File: config.mk
export PLATFORM = sky130hd
export DESIGN_NAME = cpu_strobe
export DESIGN_NICKNAME = d
export VERILOG_FILES = /design/src/core/cpu_strobe_pkg.sv /design/src/core/cpu_strobe.sv
export SDC_FILE = /design/constraint.sdc
export NUM_CORES = 1
export LEC_CHECK = 0
export BUFFER_PORTS_ARGS = -buffer_cell sky130_fd_sc_hd__buf_2
export CORE_MARGIN = 2
export CORE_UTILIZATION = 40
export DETAILED_ROUTE_END_ITERATION = 10
export GPL_ROUTABILITY_DRIVEN = 0
export MAX_ROUTING_LAYER = met4
export SYNTH_ARGS = -nofsm -noshare
export SYNTH_HDL_FRONTEND = slang
export SYNTH_SLANG_ARGS = --single-unit
File: constraint.sdc
create_clock -name clk_sys -period 1.9 [get_ports clk_sys]
set_clock_uncertainty 0.05 [all_clocks]
set_input_delay 0 -clock clk_sys [delete_from_list [all_inputs] [get_ports clk_sys]]
set_output_delay 0 -clock clk_sys [all_outputs]
set_load 0.03 [all_outputs]
File: src/core/cpu_strobe_pkg.sv
// constants and state types for the cpu bus strobe block
// What this block does
// - start bit accepted asynchronously, next falling edge
// - read needs selects a,c high, b low, dir high
// - overrun set when new word lands unread
// - overrun or parity on shared pin, separate bits
// - write needs timing pulse, selects, dir low
// - transmit holding loaded at pulse trailing edge
// - data available set when word received
package cpu_strobe_pkg;
   localparam int DATA_W = 8;
   // register select values
   localparam logic SEL_DATA = 1'h0;
   localparam logic SEL_CTRL = 1'h1;
   // status register field positions
   localparam int ST_DA = 0;
   localparam int ST_OE = 1;
   localparam int ST_PE = 2;
   localparam int ST_FE = 3;
   localparam int ST_THRE = 7;
   localparam logic [7:0] CTRL_RESET = 8'h00;
   localparam logic [7:0] STATUS_RESET = 8'h80;
   typedef enum logic [1:0] {
      rx_idle_type_s,
      rx_armed_type_s,
      rx_busy_type_s
   } rx_state_type;
endpackage

File: src/core/cpu_strobe.sv
// cpu bus strobe decode, holding registers and receive error flags
module cpu_strobe (
   input wire logic clk_sys,
   input wire logic rst,
   input wire logic chip_select_high_a,
   input wire logic chip_select_low_b,
   input wire logic chip_select_high_c,
   input wire logic read_not_write,
   input wire logic bus_timing_pulse,
   input wire logic register_select,
   input wire logic [cpu_strobe_pkg::DATA_W-1:0] bus_data_in,
   input wire logic device_clock,
   input wire logic serial_in,
   input wire logic rx_word_valid,
   input wire logic [cpu_strobe_pkg::DATA_W-1:0] rx_word,
   input wire logic rx_parity_bad,
   input wire logic rx_frame_bad,
   input wire logic tx_holding_taken,
   output logic [cpu_strobe_pkg::DATA_W-1:0] bus_data_out,
   output logic bus_data_oe_n,
   output logic data_available_flag,
   output logic overrun_parity_error,
   output logic [cpu_strobe_pkg::DATA_W-1:0] tx_holding,
   output logic tx_holding_load,
   output logic [cpu_strobe_pkg::DATA_W-1:0] ctrl_reg,
   output logic start_seen
);
   import cpu_strobe_pkg::*;

   function automatic logic sel_ok(input logic a, input logic b,
                                   input logic c);
      sel_ok = a & ~b & c;
   endfunction

   // ----------------------------------------
   // strobe decode
   // ----------------------------------------
   logic rd_now;
   logic wr_now;
   logic wr_q;
   logic wr_d;
   logic sel_q;
   logic sel_d;
   logic rd_q;
   logic rd_d;
   logic [DATA_W-1:0] data_q;
   logic [DATA_W-1:0] data_d;
   always_comb begin
      rd_now = sel_ok(chip_select_high_a, chip_select_low_b,
                      chip_select_high_c) & read_not_write;
      wr_now = sel_ok(chip_select_high_a, chip_select_low_b,
                      chip_select_high_c) & ~read_not_write
               & bus_timing_pulse;
      wr_d = wr_now;
      rd_d = rd_now;
      // select and data follow the strobe so the trailing edge sees them
      sel_d = wr_now ? register_select : sel_q;
      data_d = wr_now ? bus_data_in : data_q;
   end

   always_ff @(posedge clk_sys) begin
      if (rst) begin
         wr_q <= 1'h0;
         rd_q <= 1'h0;
         sel_q <= SEL_DATA;
         data_q <= '0;
      end else begin
         wr_q <= wr_d;
         rd_q <= rd_d;
         sel_q <= sel_d;
         data_q <= data_d;
      end
   end

   // ----------------------------------------
   // receive side flags
   // ----------------------------------------
   logic [DATA_W-1:0] rhr_q;
   logic [DATA_W-1:0] rhr_d;
   logic da_q;
   logic da_d;
   logic oe_q;
   logic oe_d;
   logic pe_q;
   logic pe_d;
   logic fe_q;
   logic fe_d;
   logic opp_q;
   logic opp_d;
   logic rd_end;
   always_comb begin
      // only a read of the data register takes the pending word
      rd_end = rd_q & ~rd_now & (register_select == SEL_DATA);
      rhr_d = rhr_q;
      da_d = da_q;
      oe_d = oe_q;
      pe_d = pe_q;
      fe_d = fe_q;
      if (rd_end)
         da_d = 1'h0;
      if (rx_word_valid) begin
         rhr_d = rx_word;
         // a read ending in the same cycle still counts as taken
         oe_d = da_q & ~rd_end;
         da_d = 1'h1;
         pe_d = rx_parity_bad;
         fe_d = rx_frame_bad;
      end
      // shared pin registered so the output comes from a flop
      opp_d = oe_d | pe_d;
   end

   always_ff @(posedge clk_sys) begin
      if (rst) begin
         rhr_q <= '0;
         da_q <= 1'h0;
         oe_q <= 1'h0;
         pe_q <= 1'h0;
         fe_q <= 1'h0;
         opp_q <= 1'h0;
      end else begin
         rhr_q <= rhr_d;
         da_q <= da_d;
         oe_q <= oe_d;
         pe_q <= pe_d;
         fe_q <= fe_d;
         opp_q <= opp_d;
      end
   end

   // ----------------------------------------
   // transmit holding and control register
   // ----------------------------------------
   logic [DATA_W-1:0] thr_q;
   logic [DATA_W-1:0] thr_d;
   logic [DATA_W-1:0] ctrl_q;
   logic [DATA_W-1:0] ctrl_d;
   logic thre_q;
   logic thre_d;
   logic ld_q;
   logic ld_d;
   always_comb begin
      thr_d = thr_q;
      ctrl_d = ctrl_q;
      thre_d = thre_q | tx_holding_taken;
      ld_d = 1'h0;
      if (wr_q & ~wr_now) begin // trailing edge
         if (sel_q == SEL_DATA) begin
            thr_d = data_q;
            thre_d = 1'h0;
            ld_d = 1'h1;
         end else begin
            ctrl_d = data_q;
         end
      end
   end

   always_ff @(posedge clk_sys) begin
      if (rst) begin
         thr_q <= '0;
         ctrl_q <= CTRL_RESET;
         thre_q <= STATUS_RESET[ST_THRE];
         ld_q <= 1'h0;
      end else begin
         thr_q <= thr_d;
         ctrl_q <= ctrl_d;
         thre_q <= thre_d;
         ld_q <= ld_d;
      end
   end

   // ----------------------------------------
   // start bit catch on device clock fall
   // ----------------------------------------
   rx_state_type st_q;
   rx_state_type st_d;
   logic dclk_q;
   logic si_q;
   logic start_q;
   logic start_d;
   always_comb begin
      st_d = st_q;
      start_d = 1'h0;
      // a start landing just before a fall is simply seen at the next fall
      case (st_q)
         rx_idle_type_s: if (~si_q) st_d = rx_armed_type_s;
         rx_armed_type_s: begin
            if (si_q)
               st_d = rx_idle_type_s;
            else if (dclk_q & ~device_clock) begin
               st_d = rx_busy_type_s;
               start_d = 1'h1;
            end
         end
         rx_busy_type_s: if (rx_word_valid) st_d = rx_idle_type_s;
         default: st_d = rx_idle_type_s;
      endcase
   end

   always_ff @(posedge clk_sys) begin
      if (rst) begin
         st_q <= rx_idle_type_s;
         dclk_q <= 1'h0;
         si_q <= 1'h1;
         start_q <= 1'h0;
      end else begin
         st_q <= st_d;
         dclk_q <= device_clock;
         si_q <= serial_in;
         start_q <= start_d;
      end
   end

   // ----------------------------------------
   // read data and outputs
   // ----------------------------------------
   logic [DATA_W-1:0] out_q;
   logic [DATA_W-1:0] out_d;
   logic oen_q;
   logic oen_d;
   always_comb begin
      out_d = (register_select == SEL_DATA) ? rhr_q :
              {thre_q, 3'h0, fe_q, pe_q, oe_q, da_q};
      oen_d = ~rd_now;
   end

   always_ff @(posedge clk_sys) begin
      if (rst) begin
         out_q <= '0;
         oen_q <= 1'h1;
      end else begin
         out_q <= out_d;
         oen_q <= oen_d;
      end
   end

   always_comb begin
      bus_data_out = out_q;
      bus_data_oe_n = oen_q;
      data_available_flag = da_q;
      overrun_parity_error = opp_q;
      tx_holding = thr_q;
      tx_holding_load = ld_q;
      ctrl_reg = ctrl_q;
      start_seen = start_q;
   end
endmodule

### Word-level counts from Yosys, hierarchy flattened

Index checks and enable logic that the tools add are counted.
Widths: inputs -> output; s select.

* equal/unequal tests: 5
* muxes and demuxes: 14
* bitwise logic cells: 22
* reductions and logical operators: 8

Operators by type and width (number)
* $and 1x1->1: 10
* $not 1->1: 10
* $mux 1: 8
* $mux 2: 4
* $mux 8: 1
* $pmux 2 s3: 1
* $ne 2x2->1 const B: 2
* $reduce_and 2->1: 2
* $reduce_or 2->1: 2
* $ne 3x3->1 const B: 1
* $reduce_and 3->1: 1
* $reduce_or 3->1: 1
* $eq 2x1->1 const B: 1
* $eq 2x2->1 const B: 1
* $logic_not 2->1: 1
* $or 1x1->1: 2
* $reduce_bool 2->1: 1

* register bits after elaboration: 56
* output and inout bits: 29
* word-level logic and storage cells: 70

### Logic depth before layout (Yosys ltp)

Gate-level depths: netlist (run 1).

* depth in word-level cells: 11
* depth in mapped cells: 4
* depth with buffers taken out: 3

### Worst setup path before layout (run 1)

Ideal clock, no wire load.

* path type: reg-to-reg
* start: register da_q (netlist: data_available_flag)
* end: register opp_q (netlist: overrun_parity_error)
* setup time: 0.091 ns
* data arrival time: 1.029 ns
* required time: 1.759 ns
* setup slack: 0.730 ns
* stages on the path, launching flop included: 4
* buffers on the path: 0
* period minus slack after synthesis: 1.170 ns
* cell sequence: dfxtp_1 -> inv_1 -> a31o_1 -> a311oi_1

* cells in the longest elaborated chain, start to end: 3

Ends and longest elaborated chain
* from (decl): line cpu_strobe.sv:80 `logic da_q;`
* from (signal assigned): line cpu_strobe.sv:116 `da_q <= 1'h0;`
* from (signal assigned): line cpu_strobe.sv:123 `da_q <= da_d;`
* $and 1x1->1: line cpu_strobe.sv:104 `oe_d = da_q & ~rd_end;`
* $mux 1: line cpu_strobe.sv:101 `if (rx_word_valid) begin`
* $or 1x1->1: line cpu_strobe.sv:110 `opp_d = oe_d | pe_d;`
* to (signal assigned): line cpu_strobe.sv:127 `opp_q <= opp_d;`
* to (decl): line cpu_strobe.sv:88 `logic opp_q;`

Every way passes these cells.
A chain may end at the register's enable or synchronous reset.

### Worst setup path in the final report (run 1)

* start: register wr_q
* end: register thr_q[0] (netlist: tx_holding[0])

* cells in the longest elaborated chain, start to end: 2

Ends and longest elaborated chain
* from (decl): line cpu_strobe.sv:40 `logic wr_q;`
* from (signal assigned): line cpu_strobe.sv:68 `wr_q <= wr_d;`
* $and 1x1->1: line cpu_strobe.sv:147 `if (wr_q & ~wr_now) begin`
* $reduce_and 2->1 (no line)
* to (signal assigned): line cpu_strobe.sv:165 `thr_q <= thr_d;`
* to (decl): line cpu_strobe.sv:134 `logic [DATA_W-1:0] thr_q;`

Every way passes these cells.

==> results of run 1 <==
==> cell type report <==
type | count | share of cell area (%)
Timing Repair Buffer | 84 | 19.9
Sequential cell | 56 | 40.5
Multi-Input combinational cell | 133 | 32.8
Inverter | 5 | 0.678
Tap cell | 70 | 3.16
Clock buffer | 5 | 2.49
Clock inverter | 2 | 0.452
==> cells by family after synthesis <==
logic type | Yosys count | synth area share (%)
compound gates | 28 | 8.92
buf+inv | 19 | 4.81
mux | 31 | 14.6
simple gates | 74 | 19.1
flops | 56 | 52.6
==> power by group <==
part | total [mW] | internal (mW) | switching [mW] | leakage, nW
clock network | 0.611 | 0.251 | 0.361 | 0.0400
registers | 1.22 | 1.20 | 0.0137 | 0.456
logic | 0.215 | 0.107 | 0.108 | 0.762
total | 2.04 | 1.56 | 0.482 | 1.26
==> per-stage QoR <==
step / cell area, sq um / utilization, % / hold WS [ns] / power [mW] / setup slack [ns]
5_1_grt: 2770 / 53.8 / 0.0444 / 2.13 / 0.613
3_5_place_dp: 2480 / 48.2 / 0.140 / 1.43 / 0.615
2_1_floorplan: 2130 / - / 0.0538 / 1.36 / 0.730
3_3_place_gp: 2480 / 48.2 / 0.133 / 1.43 / 0.668
4_1_cts: 2770 / 53.8 / 0.0236 / 2.07 / 0.739
6_report: 2770 / 53.8 / 0.0322 / 2.04 / 0.736
==> critical path, cell delays in order (launching register included) <==
cell      delay (ns)
dfxtp_1         0.33
nor2b_1         0.16
a21boi_4        0.34
mux2i_1         0.23
==> cells in the mapped netlist (3+ instances only) <==
cell type / instances
dfxtp_1: 56
mux2i_1: 31
nand2b_1: 25
nor2_1: 22
a21oi_1: 10
nand3_1: 9
o21ai_0: 9
buf_2: 7
inv_1: 5
clkbuf_1: 4
and2_1: 3
and3b_1: 3
buf_6: 3
==> routing by layer <==
layer  vias to the layer above  share of wire (%)  global-route usage [%]
met2                        50                 45                    23.6
li1                        851                  -                       -
met3                         4                4.9                    3.65
met1                       749                 49                    21.0
met4                         0               0.98                    5.54
met5                         -                  0                       -
==> what timing repair did <==
| item | in CTS | in global routing |
|---|---|---|
| gates resized for setup | 0 | 0 |
| hold buffers | 21 | 0 |
| endpoints found under the hold margin | 22 | 0 |
| setup endpoints to repair | 0 | 0 |
| setup buffers | 0 | 0 |
==> final timing paths <==
path                                      start            end  slack, ns  cells after the start
worst max-delay path                       wr_q  tx_holding[0]       0.74                      3
worst min-delay path            register_select          sel_q       0.03                      3
worst max register to register             wr_q  tx_holding[0]       0.74                      3
worst min register to register             si_q        st_q[0]       0.38                      1
==> results.txt, run 1 <==
Cell Area, Synth -> 2130 sq um
Syn_nets -> 238
Sink Count -> 56
Most common cell after layout, fill and taps aside -> buf_2
Top cells by area, synth -> dfxtp_1, mux2i_1, nand2b_1
Share of layout cells above drive strength 1 -> 26.7%
Relative slew margins -> 65.6%
Total negative slack -> 0 ns
Multi-input gate area -> 908 sq um
Vias in the first global route -> 1555
Fmax -> 859 MHz
Post-Layout Cell Count -> 355
Cell variety after synth -> 31
Global-route wire length before repair -> 7250 microns
CP Max Fanout -> 6
Ys flop type -> dfxtp_1
Static leakage -> 1.26 nW
Sequential area share after synthesis -> 52.6%
Initial core utilization -> 41.5%
Port bufs -> 58
Cts bufs inserted -> 5
Hold Crit Class -> input port to flip-flop
DRC -> 0
Io pins -> 59
Antenna-violating nets left -> 0
First-pass detailed-route iteration total -> 4
Commonest non-fill, non-tap cells in the layout -> buf_2, dfxtp_1, mux2i_1, nand2b_1, nor2_1
Status -> complete, no violations
Die W -> 77.0 microns
Mapped Cells -> 208
Core footprint -> 5140 sq um
Detailed router's first-iteration violation count -> 74
RSZ-0062 raised after global routing -> no
Setup CP Type -> flip-flop to flip-flop
Clk root buf -> clkbuf_8
CP Capture Type -> flip-flop
Clk Latency, worst-skew pair -> 0.30 ns
Total track usage -> 15.8%
DIE HEIGHT -> 77.0 microns
Die ar. -> 5930 sq um
Share of synthesized registers carrying an async set or reset -> 0%
Slew Viols, Final -> 0
Final nets -> 315
Vias per cell -> 4.66
Syn Area/Cell -> 10.3 sq um
PD cells -> 739 nW/um^2
DP HPWL -> 2930 microns
CTS max path bufs -> 2
Min cycle time layout -> 1.16 ns
Fill cells -> 491
Post-synth EDFFs -> 0
H-Tree Depth -> 2
Max cap viols -> 0
CP arrival -> 1.34 ns
Ant. Diodes -> 0
Pin count of the biggest net entering global routing -> 31
Grt ovf -> 0
TritonCTS clock tree -> done
Final Setup Violations -> 0
Row Count -> 26
Clk slew on worst S/H paths -> 0.10 ns
Synthesis-stage register bit count -> 56
Final period util -> 61.2%
Worst Tran Pin Value -> 0.513 ns
Launching element type of the critical path -> flip-flop
Total placed cells including tap cells -> 327
Layout Area Growth over Synthesis -> 29.8%
Worst EP required -> 2.08 ns
Initial antenna violation count -> 0
Worst vdd ir -> 402 uV
Vias -> 1654
Syn. warnings -> 0
Register area -> 1120 sq um
Wire per inst -> 12.1 microns
Hold Fails Final Rpt -> 0
Area fraction of the dominant cell type after synthesis -> 52.6%
Largest area contributor in the netlist -> dfxtp_1
Total Wirelength -> 4290 microns
Note: power is estimated with default switching activity, not from simulation.
==> run 2: changes to the inputs <==
PLACE_DENSITY = 0.66   (was default)
clock period = 1 ns   (was 1.9 ns; I/O delays follow)
==> results.txt, run 2 (synthesis gave the netlist of run 1 again) <==
Core footprint -> 5140 sq um (unchanged)
Worst Tran Pin Value -> 0.423 ns (-0.0896 ns)
Failing checks -> setup timing
WHS -> 0.0203 ns (-0.0119 ns)
Worst vdd ir -> 838 uV (+110%)
Pre-CTS WS -> -0.115 ns (-0.731 ns)
Clk Latency, worst-skew pair -> 0.30 ns (about the same)
Static leakage -> 1.32 nW (+5.1%)
Int Power -> 3.25 mW (+110%)
Io pins -> 59 (unchanged)
Final nets -> 324 (+2.9%)
TritonCTS clock tree -> done
Most common cell after layout, fill and taps aside -> buf_2
Fmax -> 912 MHz (+6.1%)
NetSw -> 917 uW (+90%)
Die ar. -> 5930 sq um (unchanged)
Slew Viols, Final -> 0 (unchanged)
Cell Chain, Critical Path -> nor2b_4, a21boi_4, mux2i_1
Min cycle time layout -> 1.10 ns (-0.0671 ns)
Hold Crit Class -> input port to flip-flop
CP Capture Type -> flip-flop
Global-route wire length before repair -> 7470 microns (+3.0%)
DP HPWL -> 3030 microns (+3.2%)
Register-to-Register Path Depth -> 3 (unchanged)
Total negative slack -> -0.592 ns (-0.592 ns)
Status -> complete, but fails checks
Antenna-violating nets left -> 0 (unchanged)
CTS max path bufs -> 2 (unchanged)
H-Tree Depth -> 2 (unchanged)
Vias in the first global route -> 1585 (+1.9%)
Sink Count -> 56 (unchanged)
Hold Crit Depth -> 3 (unchanged)
Pin count of the biggest net entering global routing -> 40 (+29%)
CP max stage cell -> dfxtp_2
Hold Fails Final Rpt -> 0 (unchanged)
Commonest non-fill, non-tap cells in the layout -> buf_2, dfxtp_1, mux2i_1, nand2b_1, dlygate4sd3_1
Setup CP Type -> flip-flop to flip-flop
Grt ovf -> 0 (unchanged)
Vias -> 1700 (+2.8%)
DIE HEIGHT -> 77.0 microns (unchanged)
Hold EP -> bus_data_out[6]
RSZ-0062 raised after global routing -> yes
Final period util -> 110% (+48 points)
Total Wirelength -> 4460 microns (+4.0%)
Comb pwr share -> 10.7% (+0.2 points)
Relative slew margins -> 71.8% (+6.2 points)
CP arrival -> 1.28 ns (-0.06 ns)
Flop2flop setup slack -> -0.1 ns (-0.83 ns)
Sequential Power Share -> 55.5% (-4.1 points)
Max cap viols -> 0 (unchanged)
Share of layout cells above drive strength 1 -> 30.6% (+3.9 points)
Wire per inst -> 12.3 microns (+1.4%)
Die W -> 77.0 microns (unchanged)
CP max stage delay -> 0.33 ns (about the same)
Setup WS post-layout -> -0.0964 ns (-0.833 ns)
Worst reg2reg path endpoint -> tx_holding[2]
Total track usage -> 16.3% (+0.53 points)
Hold Startpoint -> register_select
Placed cell areas -> 2550 sq um (+3.1%)
Initial antenna violation count -> 0 (unchanged)
Sw frac -> 22.0% (-1.6 points)
Reg2reg start -> wr_q
Clk slew on worst S/H paths -> 0.09 ns (about the same)
Vias per cell -> 4.67 (+0.24%)
Initial core utilization -> 41.5% (unchanged)
DRC -> 0 (unchanged)
Fill cells -> 510 (+3.9%)
Launching element type of the critical path -> flip-flop
Post-layout util -> 57.0% (+3.1 points)
Final Setup Violations -> 10 (+10)
Detailed router's first-iteration violation count -> 90 (+22%)
Clk root buf -> clkbuf_8
Layout Area Growth over Synthesis -> 37.4%
Ant. Diodes -> 0 (unchanged)
Worst EP required -> 1.18 ns (-0.90 ns)
Cts bufs inserted -> 5 (unchanged)
Non-Filler Cell Area, Final -> 2930 sq um (+5.8%)
Clk network pwr share -> 33.8% (+3.9 points)
First-pass detailed-route iteration total -> 4 (unchanged)
Port bufs -> 58 (unchanged)
Row Count -> 26 (unchanged)
Delay-heaviest family, CP -> flip-flops
PD cells -> 1420 nW/um^2 (+93%)
CP Max Fanout -> 6 (unchanged)
Buf+Inv Stages, Crit Path -> 0 (unchanged)
==> run 2: power groups by stage <==
stage | clock network (mW) | registers (mW) | logic [mW]
after global placement | 0 | 2.36 | 0.368
after CTS | 1.45 | 2.31 | 0.445
after detailed placement | 0 | 2.36 | 0.374
final | 1.41 | 2.32 | 0.446
after global routing | 1.54 | 2.32 | 0.486
after floorplan | 0 | 2.40 | 0.185
==> run 2: layout make-up <==
| type | count | area, sq um | share of cell area [%] |
|---|---|---|---|
| sequential | 56 | 1130 | 38.5 |
| multi-input combinational | 133 | 938 | 32.0 |
| timing repair buffer | 93 | 652 | 22.3 |
| tap | 70 | 87.6 | 2.99 |
| clock buffer | 6 | 72.6 | 2.48 |
| clock inverter | 1 | 30.0 | 1.03 |
| inverter | 5 | 21.3 | 0.726 |
==> run 2: stage by stage <==
stage | power [mW] | cells
3_5_place_dp | 2.74 | 333
5_1_grt | 4.34 | 364
2_1_floorplan | 2.59 | 208
4_1_cts | 4.21 | 363
6_report | 4.17 | 364
3_3_place_gp | 2.73 | 333
==> run 2: worst max-delay path by stage <==
stage	cells after the start	start	endpoint	slack, ns
6_report	3	wr_q	tx_holding[2]	-0.1
5_1_grt	3	wr_q	tx_holding[7]	-0.20
4_1_cts	3	wr_q	tx_holding[2]	-0.1
3_5_place_dp	3	wr_q	tx_holding[2]	-0.12
3_3_place_gp	3	wr_q	tx_holding[0]	-0.08
2_1_floorplan	3	wr_q	tx_holding[0]	-0.01
==> run 2: layer usage <==
layer	vias up	routed length, microns	global-route usage [%]
li1	869	-	-
met1	783	2070	20.3
met2	42	2110	25.4
met3	6	231	4.24
met4	0	55	6.25
met5	-	0	-
==> run 2: repair_timing <==
item	4_1_cts	5_1_grt
pin swaps	1	2
resized for setup	5	6
buffers inserted	0	1
endpoints found under the hold margin	24	0
setup endpoints to repair	15	18
hold buffers	23	0
gates cloned	0	0
==> run 2: worst register-to-register path: stages, from the launching register on <==
cell and delay, ns:
dfxtp_2 0.33, nor2b_4 0.14, a21boi_4 0.31, mux2i_1 0.21
